`src/inc/sms_consts.svh`:
```
// Purpose: Named offsets, field positions and reset values of the serial port
// Assumes: Register index times four is the APB byte address
// Notes:   Character length field value zero stands for eight bits
`ifndef SMS_CONSTS_SVH
`define SMS_CONSTS_SVH

// Register indices
`define SMS_IDX_DATA   12'hF60
`define SMS_IDX_CTRL   12'hF61
`define SMS_IDX_STAT   12'hF62
`define SMS_IDX_MODE   12'hF63
`define SMS_IDX_BRH    12'hF66
`define SMS_IDX_BRL    12'hF67

// Control register fields
`define SMS_C_INTERRUPT_ENABLE     7
`define SMS_C_STR      6
`define SMS_C_TIMER_INTERRUPT_ENABLE     5
`define SMS_C_PHASE    4
`define SMS_C_POL      3
`define SMS_C_WOR      2
`define SMS_C_MASTER_MODE_ENABLE     1
`define SMS_C_EN       0

// Status register fields
`define SMS_S_IRQ      7
`define SMS_S_OVR      6
`define SMS_S_COL      5
`define SMS_S_ABT      4
`define SMS_S_BUSY     1
`define SMS_S_SEL      0

// Mode register fields
`define SMS_M_LEN_HI   4
`define SMS_M_LEN_LO   2
`define SMS_M_SELECT_DIRECTION     1
`define SMS_M_SSV      0

// Reset values and counts
`define SMS_CTRL_RST   8'h00
`define SMS_MODE_RST   8'h00
`define SMS_BR_RST     8'h00
`define SMS_DATA_RST   8'h00
`define SMS_LEN_FULL   4'h8
`define SMS_LEN_ZERO   3'h0
`define SMS_BRG_WRAP   17'h10000
`define SMS_BRG_LAST   17'h00001

`endif

```
`src/inc/sms_pkg.sv`:
```
// Purpose: Types shared by the serial port modules
// Assumes: Nothing beyond the constants header
// Notes:   States are one-hot
package sms_pkg;

  typedef enum logic [1:0] {
    SMS_IDLE = 2'b01,
    SMS_BUSY = 2'b10
  } sms_state_e;

endpackage : sms_pkg

```
`src/core/sms_sync.sv`:
```
// Purpose: Two-flop synchroniser for the port pins
// Assumes: Inputs are asynchronous to core_clk
// Notes:   First stage feeds only the second
`timescale 1ns/1ps
`default_nettype none
module sms_sync #(
  parameter int W = 4
) (
  input  wire logic         core_clk,
  input  wire logic         rst_n,
  input  wire logic [W-1:0] async_bits,
  output logic      [W-1:0] sync_bits
);
  logic [W-1:0] meta_r;

  always_ff @(posedge core_clk or negedge rst_n) begin
    if (!rst_n) begin
      meta_r    <= '1;
      sync_bits <= '1;
    end else begin
      meta_r    <= async_bits;
      sync_bits <= meta_r;
    end
  end
endmodule // sms_sync
`default_nettype wire

```
`src/core/sms_baud_gen.sv`:
```
// Purpose: Baud divider that also serves as a plain interval timer
// Assumes: Reload zero means 65536 cycles
// Notes:   One tick every reload cycles while running
`timescale 1ns/1ps
`default_nettype none
`include "sms_consts.svh"
module sms_baud_gen (
  input  wire logic        core_clk,
  input  wire logic        rst_n,
  input  wire logic        run,
  input  wire logic        restart,
  input  wire logic [15:0] reload,
  output logic             tick
);
  logic [16:0] cnt_r;
  logic [16:0] load;

  assign load = (reload == 16'h0000) ? `SMS_BRG_WRAP : {1'b0, reload};

  always_ff @(posedge core_clk or negedge rst_n) begin
    if (!rst_n) begin
      cnt_r <= `SMS_BRG_WRAP;
      tick  <= 1'b0;
    end else begin
      tick <= 1'b0;
      if (!run || restart) begin
        cnt_r <= load;
      end else if (cnt_r == `SMS_BRG_LAST) begin
        tick  <= 1'b1;
        cnt_r <= load;
      end else begin
        cnt_r <= cnt_r - `SMS_BRG_LAST;
      end
    end
  end
endmodule // sms_baud_gen
`default_nettype wire

```
`src/core/sms_port.sv`:
```
// Purpose: Four-wire serial port, master or slave, with APB registers
// Assumes: core_clk 100 MHz; pins pass a two-flop synchroniser
// Notes:   Data register is the single shift register
//
// How it works
// Slave-out drives only when slave and selected
// Port disabled floats both data lines
// Characters move most significant bit first
// Master drives divided clock; slave takes it in
// Slave ignores clock while select is high
// Far master keeps clock period eight cycles
// One bit per clock; shift, sample opposite edges
// Far master holds select low per character
// Multimaster select is input, low means collision
// Four clock modes; polarity sets idle level
// Same modes both ends; data half-cycle early
// Slave when enabled, not master, select input
// Slave ignores timer enable, select value, divider
// Slave sends current register from first edge
// Write while busy keeps data, sets overrun
// Enabled master with select low flags collision
// Select rising mid-character aborts, sets pending
// After abort next select sends bit seven
// Interrupt on every completed character
// Write one clears pending; needed before next
// Force bit raises pending interrupt request
// Disabled timer timeout interrupts without pending
// Bit rate is clock over twice reload
// Master write starts; slave write preloads
// Short characters leave top, arrive bottom
//
// The implementer's own choices: the APB register port and the placing of the registers.
`timescale 1ns/1ps
`default_nettype none
`include "sms_consts.svh"
module sms_port
  import sms_pkg::*;
#(
  parameter int AW = 16
) (
  input  wire logic          core_clk,
  input  wire logic          rst_n,
  input  wire logic          psel,
  input  wire logic          penable,
  input  wire logic          pwrite,
  input  wire logic [AW-1:0] paddr,
  input  wire logic [31:0]   pwdata,
  output logic      [31:0]   prdata,
  output logic               pready,
  output logic               pslverr,
  input  wire logic          sck_pin,
  output logic               sck_drv,
  output logic               sck_oe,
  input  wire logic          mosi_pin,
  output logic               mosi_drv,
  output logic               mosi_oe,
  input  wire logic          miso_pin,
  output logic               miso_drv,
  output logic               miso_oe,
  input  wire logic          sel_n_pin,
  output logic               sel_n_drv,
  output logic               sel_n_oe,
  output logic               irq_req
);

  function automatic logic reg_hit(input logic [AW-1:0] a,
                                   input logic [11:0] idx);
    reg_hit = (a == AW'({idx, 2'b00}));
  endfunction

  function automatic logic [3:0] char_len(input logic [2:0] f);
    char_len = (f == `SMS_LEN_ZERO) ? `SMS_LEN_FULL : {1'b0, f};
  endfunction

  logic [7:0]  ctrl_r;
  logic [7:0]  mode_r;
  logic [7:0]  brh_r;
  logic [7:0]  brl_r;
  logic [7:0]  shreg_r;
  sms_state_e  state_r;
  logic [3:0]  cnt_r;
  logic        half_r;
  logic        rx_bit_r;
  logic        out_r;
  logic        sck_r;
  logic        sck_prev_r;
  logic        ss_prev_r;
  logic        ovr_r;
  logic        col_r;
  logic        abt_r;
  logic        pend_r;
  logic        sck_s;
  logic        mosi_s;
  logic        miso_s;
  logic        ss_s;
  logic        tick;

  logic port_en;
  logic pol;
  logic pha;
  logic sel_dir;
  logic master_mode;
  logic slave_mode;
  logic busy;
  logic acc;
  logic wr_data;
  logic wr_ctrl;
  logic wr_stat;
  logic wr_mode;
  logic wr_brh;
  logic wr_brl;
  logic start_m;
  logic m_lead;
  logic m_trail;
  logic s_lead;
  logic s_trail;
  logic lead_ev;
  logic trail_ev;
  logic done_ev;
  logic abort_ev;
  logic col_ev;
  logic ovr_ev;
  logic pend_set;
  logic timer_ev;
  logic din;
  logic mapped;
  logic [3:0] len;

  sms_sync #(
    .W (4)
  ) u_sync (
    .core_clk   (core_clk),
    .rst_n      (rst_n),
    .async_bits ({sck_pin, mosi_pin, miso_pin, sel_n_pin}),
    .sync_bits  ({sck_s, mosi_s, miso_s, ss_s})
  );

  // Divider runs only for a master transfer or the disabled-port timer
  sms_baud_gen u_baud (
    .core_clk (core_clk),
    .rst_n    (rst_n),
    .run      ((master_mode && busy) ||
               (!port_en && ctrl_r[`SMS_C_TIMER_INTERRUPT_ENABLE])),
    .restart  (start_m),
    .reload   ({brh_r, brl_r}),
    .tick     (tick)
  );

  assign port_en     = ctrl_r[`SMS_C_EN];
  assign pol         = ctrl_r[`SMS_C_POL];
  assign pha         = ctrl_r[`SMS_C_PHASE];
  assign sel_dir     = mode_r[`SMS_M_SELECT_DIRECTION];
  assign master_mode = port_en && ctrl_r[`SMS_C_MASTER_MODE_ENABLE];
  assign slave_mode  = port_en && !ctrl_r[`SMS_C_MASTER_MODE_ENABLE] && !sel_dir;
  assign busy        = (state_r == SMS_BUSY);
  assign len         = char_len(mode_r[`SMS_M_LEN_HI:`SMS_M_LEN_LO]);

  // Register access
  assign acc     = psel && penable && pready;
  assign wr_data = acc && pwrite && reg_hit(paddr, `SMS_IDX_DATA);
  assign wr_ctrl = acc && pwrite && reg_hit(paddr, `SMS_IDX_CTRL);
  assign wr_stat = acc && pwrite && reg_hit(paddr, `SMS_IDX_STAT);
  assign wr_mode = acc && pwrite && reg_hit(paddr, `SMS_IDX_MODE);
  assign wr_brh  = acc && pwrite && reg_hit(paddr, `SMS_IDX_BRH);
  assign wr_brl  = acc && pwrite && reg_hit(paddr, `SMS_IDX_BRL);
  assign mapped  = reg_hit(paddr, `SMS_IDX_DATA) ||
                   reg_hit(paddr, `SMS_IDX_CTRL) ||
                   reg_hit(paddr, `SMS_IDX_STAT) ||
                   reg_hit(paddr, `SMS_IDX_MODE) ||
                   reg_hit(paddr, `SMS_IDX_BRH)  ||
                   reg_hit(paddr, `SMS_IDX_BRL);

  // Edge events; master receive needs a reload of four or more
  assign start_m  = wr_data && master_mode && !busy;
  assign m_lead   = master_mode && busy && tick && !half_r;
  assign m_trail  = master_mode && busy && tick && half_r;
  assign s_lead   = slave_mode && !ss_s &&
                    (sck_prev_r == pol) && (sck_s != pol);
  assign s_trail  = slave_mode && !ss_s && busy &&
                    (sck_prev_r != pol) && (sck_s == pol);
  assign lead_ev  = m_lead || s_lead;
  assign trail_ev = m_trail || s_trail;
  assign done_ev  = trail_ev && ((cnt_r + 4'h1) == len);
  assign abort_ev = slave_mode && busy && ss_s;
  assign col_ev   = master_mode && !sel_dir && !ss_s;
  assign ovr_ev   = wr_data && busy;
  assign pend_set = done_ev || abort_ev ||
                    (wr_ctrl && pwdata[`SMS_C_STR]);
  assign timer_ev = tick && !port_en && ctrl_r[`SMS_C_TIMER_INTERRUPT_ENABLE];
  assign din      = master_mode ? miso_s : mosi_s;

  always_ff @(posedge core_clk or negedge rst_n) begin
    if (!rst_n) begin
      sck_prev_r <= 1'b1;
      ss_prev_r  <= 1'b1;
    end else begin
      sck_prev_r <= sck_s;
      ss_prev_r  <= ss_s;
    end
  end

  // Control registers; force bit drops with the pending clear
  always_ff @(posedge core_clk or negedge rst_n) begin
    if (!rst_n) begin
      ctrl_r <= `SMS_CTRL_RST;
      mode_r <= `SMS_MODE_RST;
      brh_r  <= `SMS_BR_RST;
      brl_r  <= `SMS_BR_RST;
    end else begin
      if (wr_ctrl) begin
        ctrl_r <= pwdata[7:0];
      end else if (wr_stat && pwdata[`SMS_S_IRQ]) begin
        ctrl_r[`SMS_C_STR] <= 1'b0;
      end
      if (wr_mode) begin
        mode_r <= pwdata[7:0];
      end
      if (wr_brh) begin
        brh_r <= pwdata[7:0];
      end
      if (wr_brl) begin
        brl_r <= pwdata[7:0];
      end
    end
  end

  // Transfer sequencing
  always_ff @(posedge core_clk or negedge rst_n) begin
    if (!rst_n) begin
      state_r <= SMS_IDLE;
      cnt_r   <= 4'h0;
    end else if (!port_en || abort_ev) begin
      state_r <= SMS_IDLE;
      cnt_r   <= 4'h0;
    end else begin
      case (state_r)
        SMS_IDLE: begin
          if (start_m || s_lead) begin
            state_r <= SMS_BUSY;
            cnt_r   <= 4'h0;
          end
        end
        SMS_BUSY: begin
          if (done_ev) begin
            state_r <= SMS_IDLE;
            cnt_r   <= 4'h0;
          end else if (trail_ev) begin
            cnt_r <= cnt_r + 4'h1;
          end
        end
        default: begin
          state_r <= SMS_IDLE;
          cnt_r   <= 4'h0;
        end
      endcase
    end
  end

  // Master clock, idle at the polarity level
  always_ff @(posedge core_clk or negedge rst_n) begin
    if (!rst_n) begin
      sck_r  <= 1'b0;
      half_r <= 1'b0;
    end else if (!(master_mode && busy) || start_m) begin
      sck_r  <= pol;
      half_r <= 1'b0;
    end else if (tick) begin
      sck_r  <= half_r ? pol : !pol;
      half_r <= !half_r;
    end
  end

  // Shift register: out on transmit edge, in on receive edge
  always_ff @(posedge core_clk or negedge rst_n) begin
    if (!rst_n) begin
      shreg_r  <= `SMS_DATA_RST;
      rx_bit_r <= 1'b0;
      out_r    <= 1'b0;
    end else if (wr_data && !busy) begin
      shreg_r <= pwdata[7:0];
      out_r   <= pwdata[7];
    end else if (slave_mode && ss_prev_r && !ss_s) begin
      out_r <= shreg_r[7];
    end else if (lead_ev) begin
      if (pha) begin
        out_r <= shreg_r[7];
      end else begin
        rx_bit_r <= din;
      end
    end else if (trail_ev) begin
      shreg_r <= {shreg_r[6:0], pha ? din : rx_bit_r};
      if (!pha) begin
        out_r <= shreg_r[6];
      end
    end
  end

  // Error flags; a new event wins over a clear
  always_ff @(posedge core_clk or negedge rst_n) begin
    if (!rst_n) begin
      ovr_r <= 1'b0;
    end else if (ovr_ev) begin
      ovr_r <= 1'b1;
    end else if (wr_stat && pwdata[`SMS_S_OVR]) begin
      ovr_r <= 1'b0;
    end
  end

  always_ff @(posedge core_clk or negedge rst_n) begin
    if (!rst_n) begin
      col_r <= 1'b0;
    end else if (col_ev) begin
      col_r <= 1'b1;
    end else if (wr_stat && pwdata[`SMS_S_COL]) begin
      col_r <= 1'b0;
    end
  end

  always_ff @(posedge core_clk or negedge rst_n) begin
    if (!rst_n) begin
      abt_r <= 1'b0;
    end else if (abort_ev) begin
      abt_r <= 1'b1;
    end else if (wr_stat && pwdata[`SMS_S_ABT]) begin
      abt_r <= 1'b0;
    end
  end

  // Pending flag and request pulse
  always_ff @(posedge core_clk or negedge rst_n) begin
    if (!rst_n) begin
      pend_r  <= 1'b0;
      irq_req <= 1'b0;
    end else begin
      if (pend_set) begin
        pend_r <= 1'b1;
      end else if (wr_stat && pwdata[`SMS_S_IRQ]) begin
        pend_r <= 1'b0;
      end
      irq_req <= (ctrl_r[`SMS_C_INTERRUPT_ENABLE] && pend_set && !pend_r) ||
                 timer_ev;
    end
  end

  // Pin drivers
  always_ff @(posedge core_clk or negedge rst_n) begin
    if (!rst_n) begin
      sck_drv   <= 1'b0;
      sck_oe    <= 1'b0;
      mosi_drv  <= 1'b0;
      mosi_oe   <= 1'b0;
      miso_drv  <= 1'b0;
      miso_oe   <= 1'b0;
      sel_n_drv <= 1'b1;
      sel_n_oe  <= 1'b0;
    end else begin
      sck_drv   <= sck_r;
      sck_oe    <= master_mode;
      mosi_drv  <= out_r;
      mosi_oe   <= master_mode &&
                   (!ctrl_r[`SMS_C_WOR] || !out_r);
      miso_drv  <= out_r;
      miso_oe   <= slave_mode && !ss_s &&
                   (!ctrl_r[`SMS_C_WOR] || !out_r);
      sel_n_drv <= mode_r[`SMS_M_SSV];
      sel_n_oe  <= master_mode && sel_dir;
    end
  end

  // APB answer: one access cycle, no wait state
  always_ff @(posedge core_clk or negedge rst_n) begin
    if (!rst_n) begin
      prdata  <= 32'h0000_0000;
      pready  <= 1'b0;
      pslverr <= 1'b0;
    end else begin
      pready  <= psel && !penable;
      pslverr <= psel && !penable && !mapped;
      if (psel && !penable && !pwrite) begin
        if (reg_hit(paddr, `SMS_IDX_DATA)) begin
          prdata <= {24'h00_0000, shreg_r};
        end else if (reg_hit(paddr, `SMS_IDX_CTRL)) begin
          prdata <= {24'h00_0000, ctrl_r};
        end else if (reg_hit(paddr, `SMS_IDX_STAT)) begin
          prdata <= {24'h00_0000, pend_r, ovr_r, col_r, abt_r,
                     2'b00, busy, ss_s};
        end else if (reg_hit(paddr, `SMS_IDX_MODE)) begin
          prdata <= {24'h00_0000, mode_r};
        end else if (reg_hit(paddr, `SMS_IDX_BRH)) begin
          prdata <= {24'h00_0000, brh_r};
        end else if (reg_hit(paddr, `SMS_IDX_BRL)) begin
          prdata <= {24'h00_0000, brl_r};
        end else begin
          prdata <= 32'h0000_0000;
        end
      end
    end
  end
endmodule // sms_port
`default_nettype wire

```
`config.mk`:
```
export PLATFORM = sky130hd
export DESIGN_NAME = sms_port
export DESIGN_NICKNAME = d
export VERILOG_FILES = /design/src/inc/sms_pkg.sv /design/src/core/sms_sync.sv /design/src/core/sms_baud_gen.sv /design/src/core/sms_port.sv
export VERILOG_INCLUDE_DIRS = /design/src /design/src/inc
export SDC_FILE = /design/constraint.sdc
export NUM_CORES = 1
export LEC_CHECK = 0
export BUFFER_PORTS_ARGS = -buffer_cell sky130_fd_sc_hd__buf_2
export CORE_ASPECT_RATIO = 1.75
export CORE_MARGIN = 1
export CORE_UTILIZATION = 35
export DETAILED_ROUTE_END_ITERATION = 8
export GPL_ROUTABILITY_DRIVEN = 0
export PLACE_DENSITY = 0.6
export SKIP_CTS_REPAIR_TIMING = 1
export SLEW_MARGIN = 5
export SYNTH_ARGS = -nofsm -noshare
export SYNTH_HDL_FRONTEND = slang
export SYNTH_HIERARCHICAL = 1
export SYNTH_SLANG_ARGS = --single-unit
```
`constraint.sdc`:
```
create_clock -name core_clk -period 4.6 [get_ports core_clk]
set_input_delay 0.23 -clock core_clk [delete_from_list [all_inputs] [get_ports core_clk]]
set_output_delay 0.23 -clock core_clk [all_outputs]
set_load 0.1 [all_outputs]
```
==> out/qor.txt <==
Worst slew pin tran -> 1090 ps
Lkg Pwr -> 0.00279 µW
Core Region -> 14800 µm²
Max-slew violations -> 0
Initial core utilization -> 35.7%
Gr usage total -> 18.8%
Synth area leader -> dfrtp_1
Maximum VDD drop -> 162 µV
Final setup viols -> 0
Drt wl/cell -> 19.0 µm
RSZ-0062 raised after global routing -> no
Net Sw Frac -> 29.1%
Most frequent cells in the layout -> dfrtp_1 (87), buf_2 (50), nand2_1 (37), mux2_2 (37), o21ai_0 (25)
DRT iter0 DRCs -> 254
FF-to-FF path depth -> 6
Clock Pin Slew Worst Setup and Hold Paths -> 70 ps
Reg2reg setup slack -> 2170 ps
Cts bufs inserted -> 9
Post-synth EDFFs -> 0
Area growth syn-to-layout -> 12.8%
Hold Slack -> -36.7 ps
Critical path capture point type -> register
Seq/Total Area, Yosys -> 47.5%
Site Rows -> 59
Crit start category -> primary input
Failing checks -> negative hold slack
Library cells used by synthesis -> 66
Die Span Y -> 165 µm
Psw -> 556 µW
Crit-path max FO -> 8
Worst Hold Class -> primary input to asynchronous set/reset pin
Synth top area cells -> dfrtp_1 (41%), mux2_2 (7.9%), dfstp_2 (6.4%)
Status -> complete, but fails checks
Skew final -> 10.6 ps
Syn Std Cell Area -> 5300 µm²
Syn. warnings -> 6
Top Ports -> 100
Worst EP arrival -> 2960 ps
Slew headroom -> 26.6%
Grt ovf -> 0
Final Hold Vio Count -> 30
Nets -> 601
Root buffer cell -> clkbuf_16
Synth Flop Type -> dfrtp_1
First-pass DRT Iterations -> 4
Reg power frac -> 47.2%
Commonest non-fill, non-tap cell in the layout -> dfrtp_1
Antenna violations before repair -> 0
Syn Area/Cell -> 10.9 µm²
Vias per cell -> 5.45
Min Clock Period, post-route -> 2720 ps
Total Routed Length -> 13.9 mm
Register area -> 2520 µm²
Post-route clock period utilization -> 59.1%
Worst-Skew Late Latency -> 350 ps
Drt drc -> 0
DR vias -> 3973
Fillers -> 1427
Multi-input combinational cell area -> 2550 µm²
Area fraction of the dominant cell type after synthesis -> 41.1%
Power Dens Cells -> 319 nW/µm²
Maximum number of pins on one net before global-route repair -> 65
Die Width -> 95 µm
Pre-CTS WS -> 1530 ps
Fraction of layout cells with a size suffix above 1 -> 27.8%
CTS max path bufs -> 2
Die ar. -> 15700 µm²
Ys async rst share -> 100%
Fmax -> 0.368 GHz
Fin Setup TNS -> 0 ps
Gate Count Post-Synth -> 488
CTS tree -> yes
PnR worst setup slack -> 1880 ps
Combinational cell fraction of total power -> 11.2%
H-tree lvl count -> 3
Vias in the first global route -> 3991
Clock power frac -> 41.6%
First-pass GRT wire length -> 21.7 mm
Req. time, crit path -> 4840 ps
Reg-to-Reg End -> shreg_r[0]
Cell-internal power -> 1350 µW
N_diodes -> 0
Hpwl dp -> 10.6 mm
Setup CP Type -> primary input to register
Worst reg2reg path startpoint -> state_r[1]
Count of input and output buffers -> 51
Max Cap Viol -> 0
Post-route ant nets -> 0
Flops & latches, synth -> 100
Sink Count -> 100
## Yosys cell counts (all sizes together) (4+ instances only)
master   n
or4      4
nand3    8
clkbuf   8
and4     5
nand2   37
nor2    21
mux2i   11
xor2    10
nor4    14
buf     29
nor2b    4
or3      4
o221a    8
and3    10
dfstp   13
nand2b  19
nor4b    4
dfrtp   87
nand4    7
a21oi   12
xnor2   10
o31ai    5
o21ai   25
mux2    45
inv     18
a22oi    6
nor3    15
## state kept, by name (all words and copies together) (netlist names), 8 cells and up
| register | cells |
|---|---|
| u_baud/cnt_r | 17 |
| prdata | 8 |
| brl_r | 8 |
| ctrl_r | 8 |
| brh_r | 8 |
| mode_r | 8 |
| shreg_r | 8 |
## worst max-delay path by stage
stage,from,end,cells past startpoint
after detailed placement,paddr[5],u_baud/cnt_r[15],9
final,paddr[5],u_baud/cnt_r[15],9
after CTS,paddr[5],u_baud/cnt_r[15],9
after floorplan,pready,u_baud/cnt_r[15],8
after global routing,paddr[5],u_baud/cnt_r[15],9
after global placement,paddr[5],u_baud/cnt_r[15],9
## metal layers
layer,track usage (%),wire [µm]
met1,19.5,5190
met2,34.1,7450
met3,3.08,470
met4,12.5,746
met5,0,0
## power groups by stage
| stage | logic (µW) | registers [µW] | clock network, µW |
|---|---|---|---|
| after global routing | 226 | 900 | 846 |
| after CTS | 213 | 900 | 803 |
| after global placement | 212 | 916 | 0 |
| final | 215 | 900 | 794 |
| after detailed placement | 213 | 917 | 0 |
| after floorplan | 123 | 961 | 0 |
## worst max-delay path, stage by stage
cell      delay (ps)
buf_2            120
or3b_2           490
nor3_1           530
nand2_1          360
nor2_1           220
nand2b_1         300
nor4_1            90
mux2_2           270
a221o_2          350
## per-stage QoR
| step | instance area (µm²) | util, % | cells | hold WS, ps | power [µW] |
|---|---|---|---|---|---|
| final | 5980 | 40.3 | 729 | -36.7 | 1910 |
| after CTS | 5940 | 40.0 | 725 | -35.0 | 1920 |
| after global placement | 5630 | 37.9 | 709 | 337 | 1130 |
| after detailed placement | 5630 | 37.9 | 709 | 336 | 1130 |
| after floorplan | 5380 | - | 511 | -65.6 | 1080 |
| after global routing | 5980 | 40.3 | 729 | 33.8 | 1970 |
## cell type report
cell class                 instances  area share (%)
timing repair buffer              56            5.11
clock inverter                     7            1.38
multi-input combinational        356            42.6
tap                              183            3.83
inverter                          18            1.13
clock buffer                       9            3.77
sequential                       100            42.1
## cells by family (layout without fill, tap and decap cells)
kind of cell    after synthesis  after routing  synth area share (%)
compound gates               77             77                  10.4
fa+ha+maj                     3              3                 0.709
buf+inv                      55             90                  5.98
xor+xnor                     20             20                  3.31
simple gates                176            176                  19.8
other cells                   1             24                0.0708
flops                       100            100                  47.5
mux                          56             56                  12.2
(Power assumes the default switching activity.)
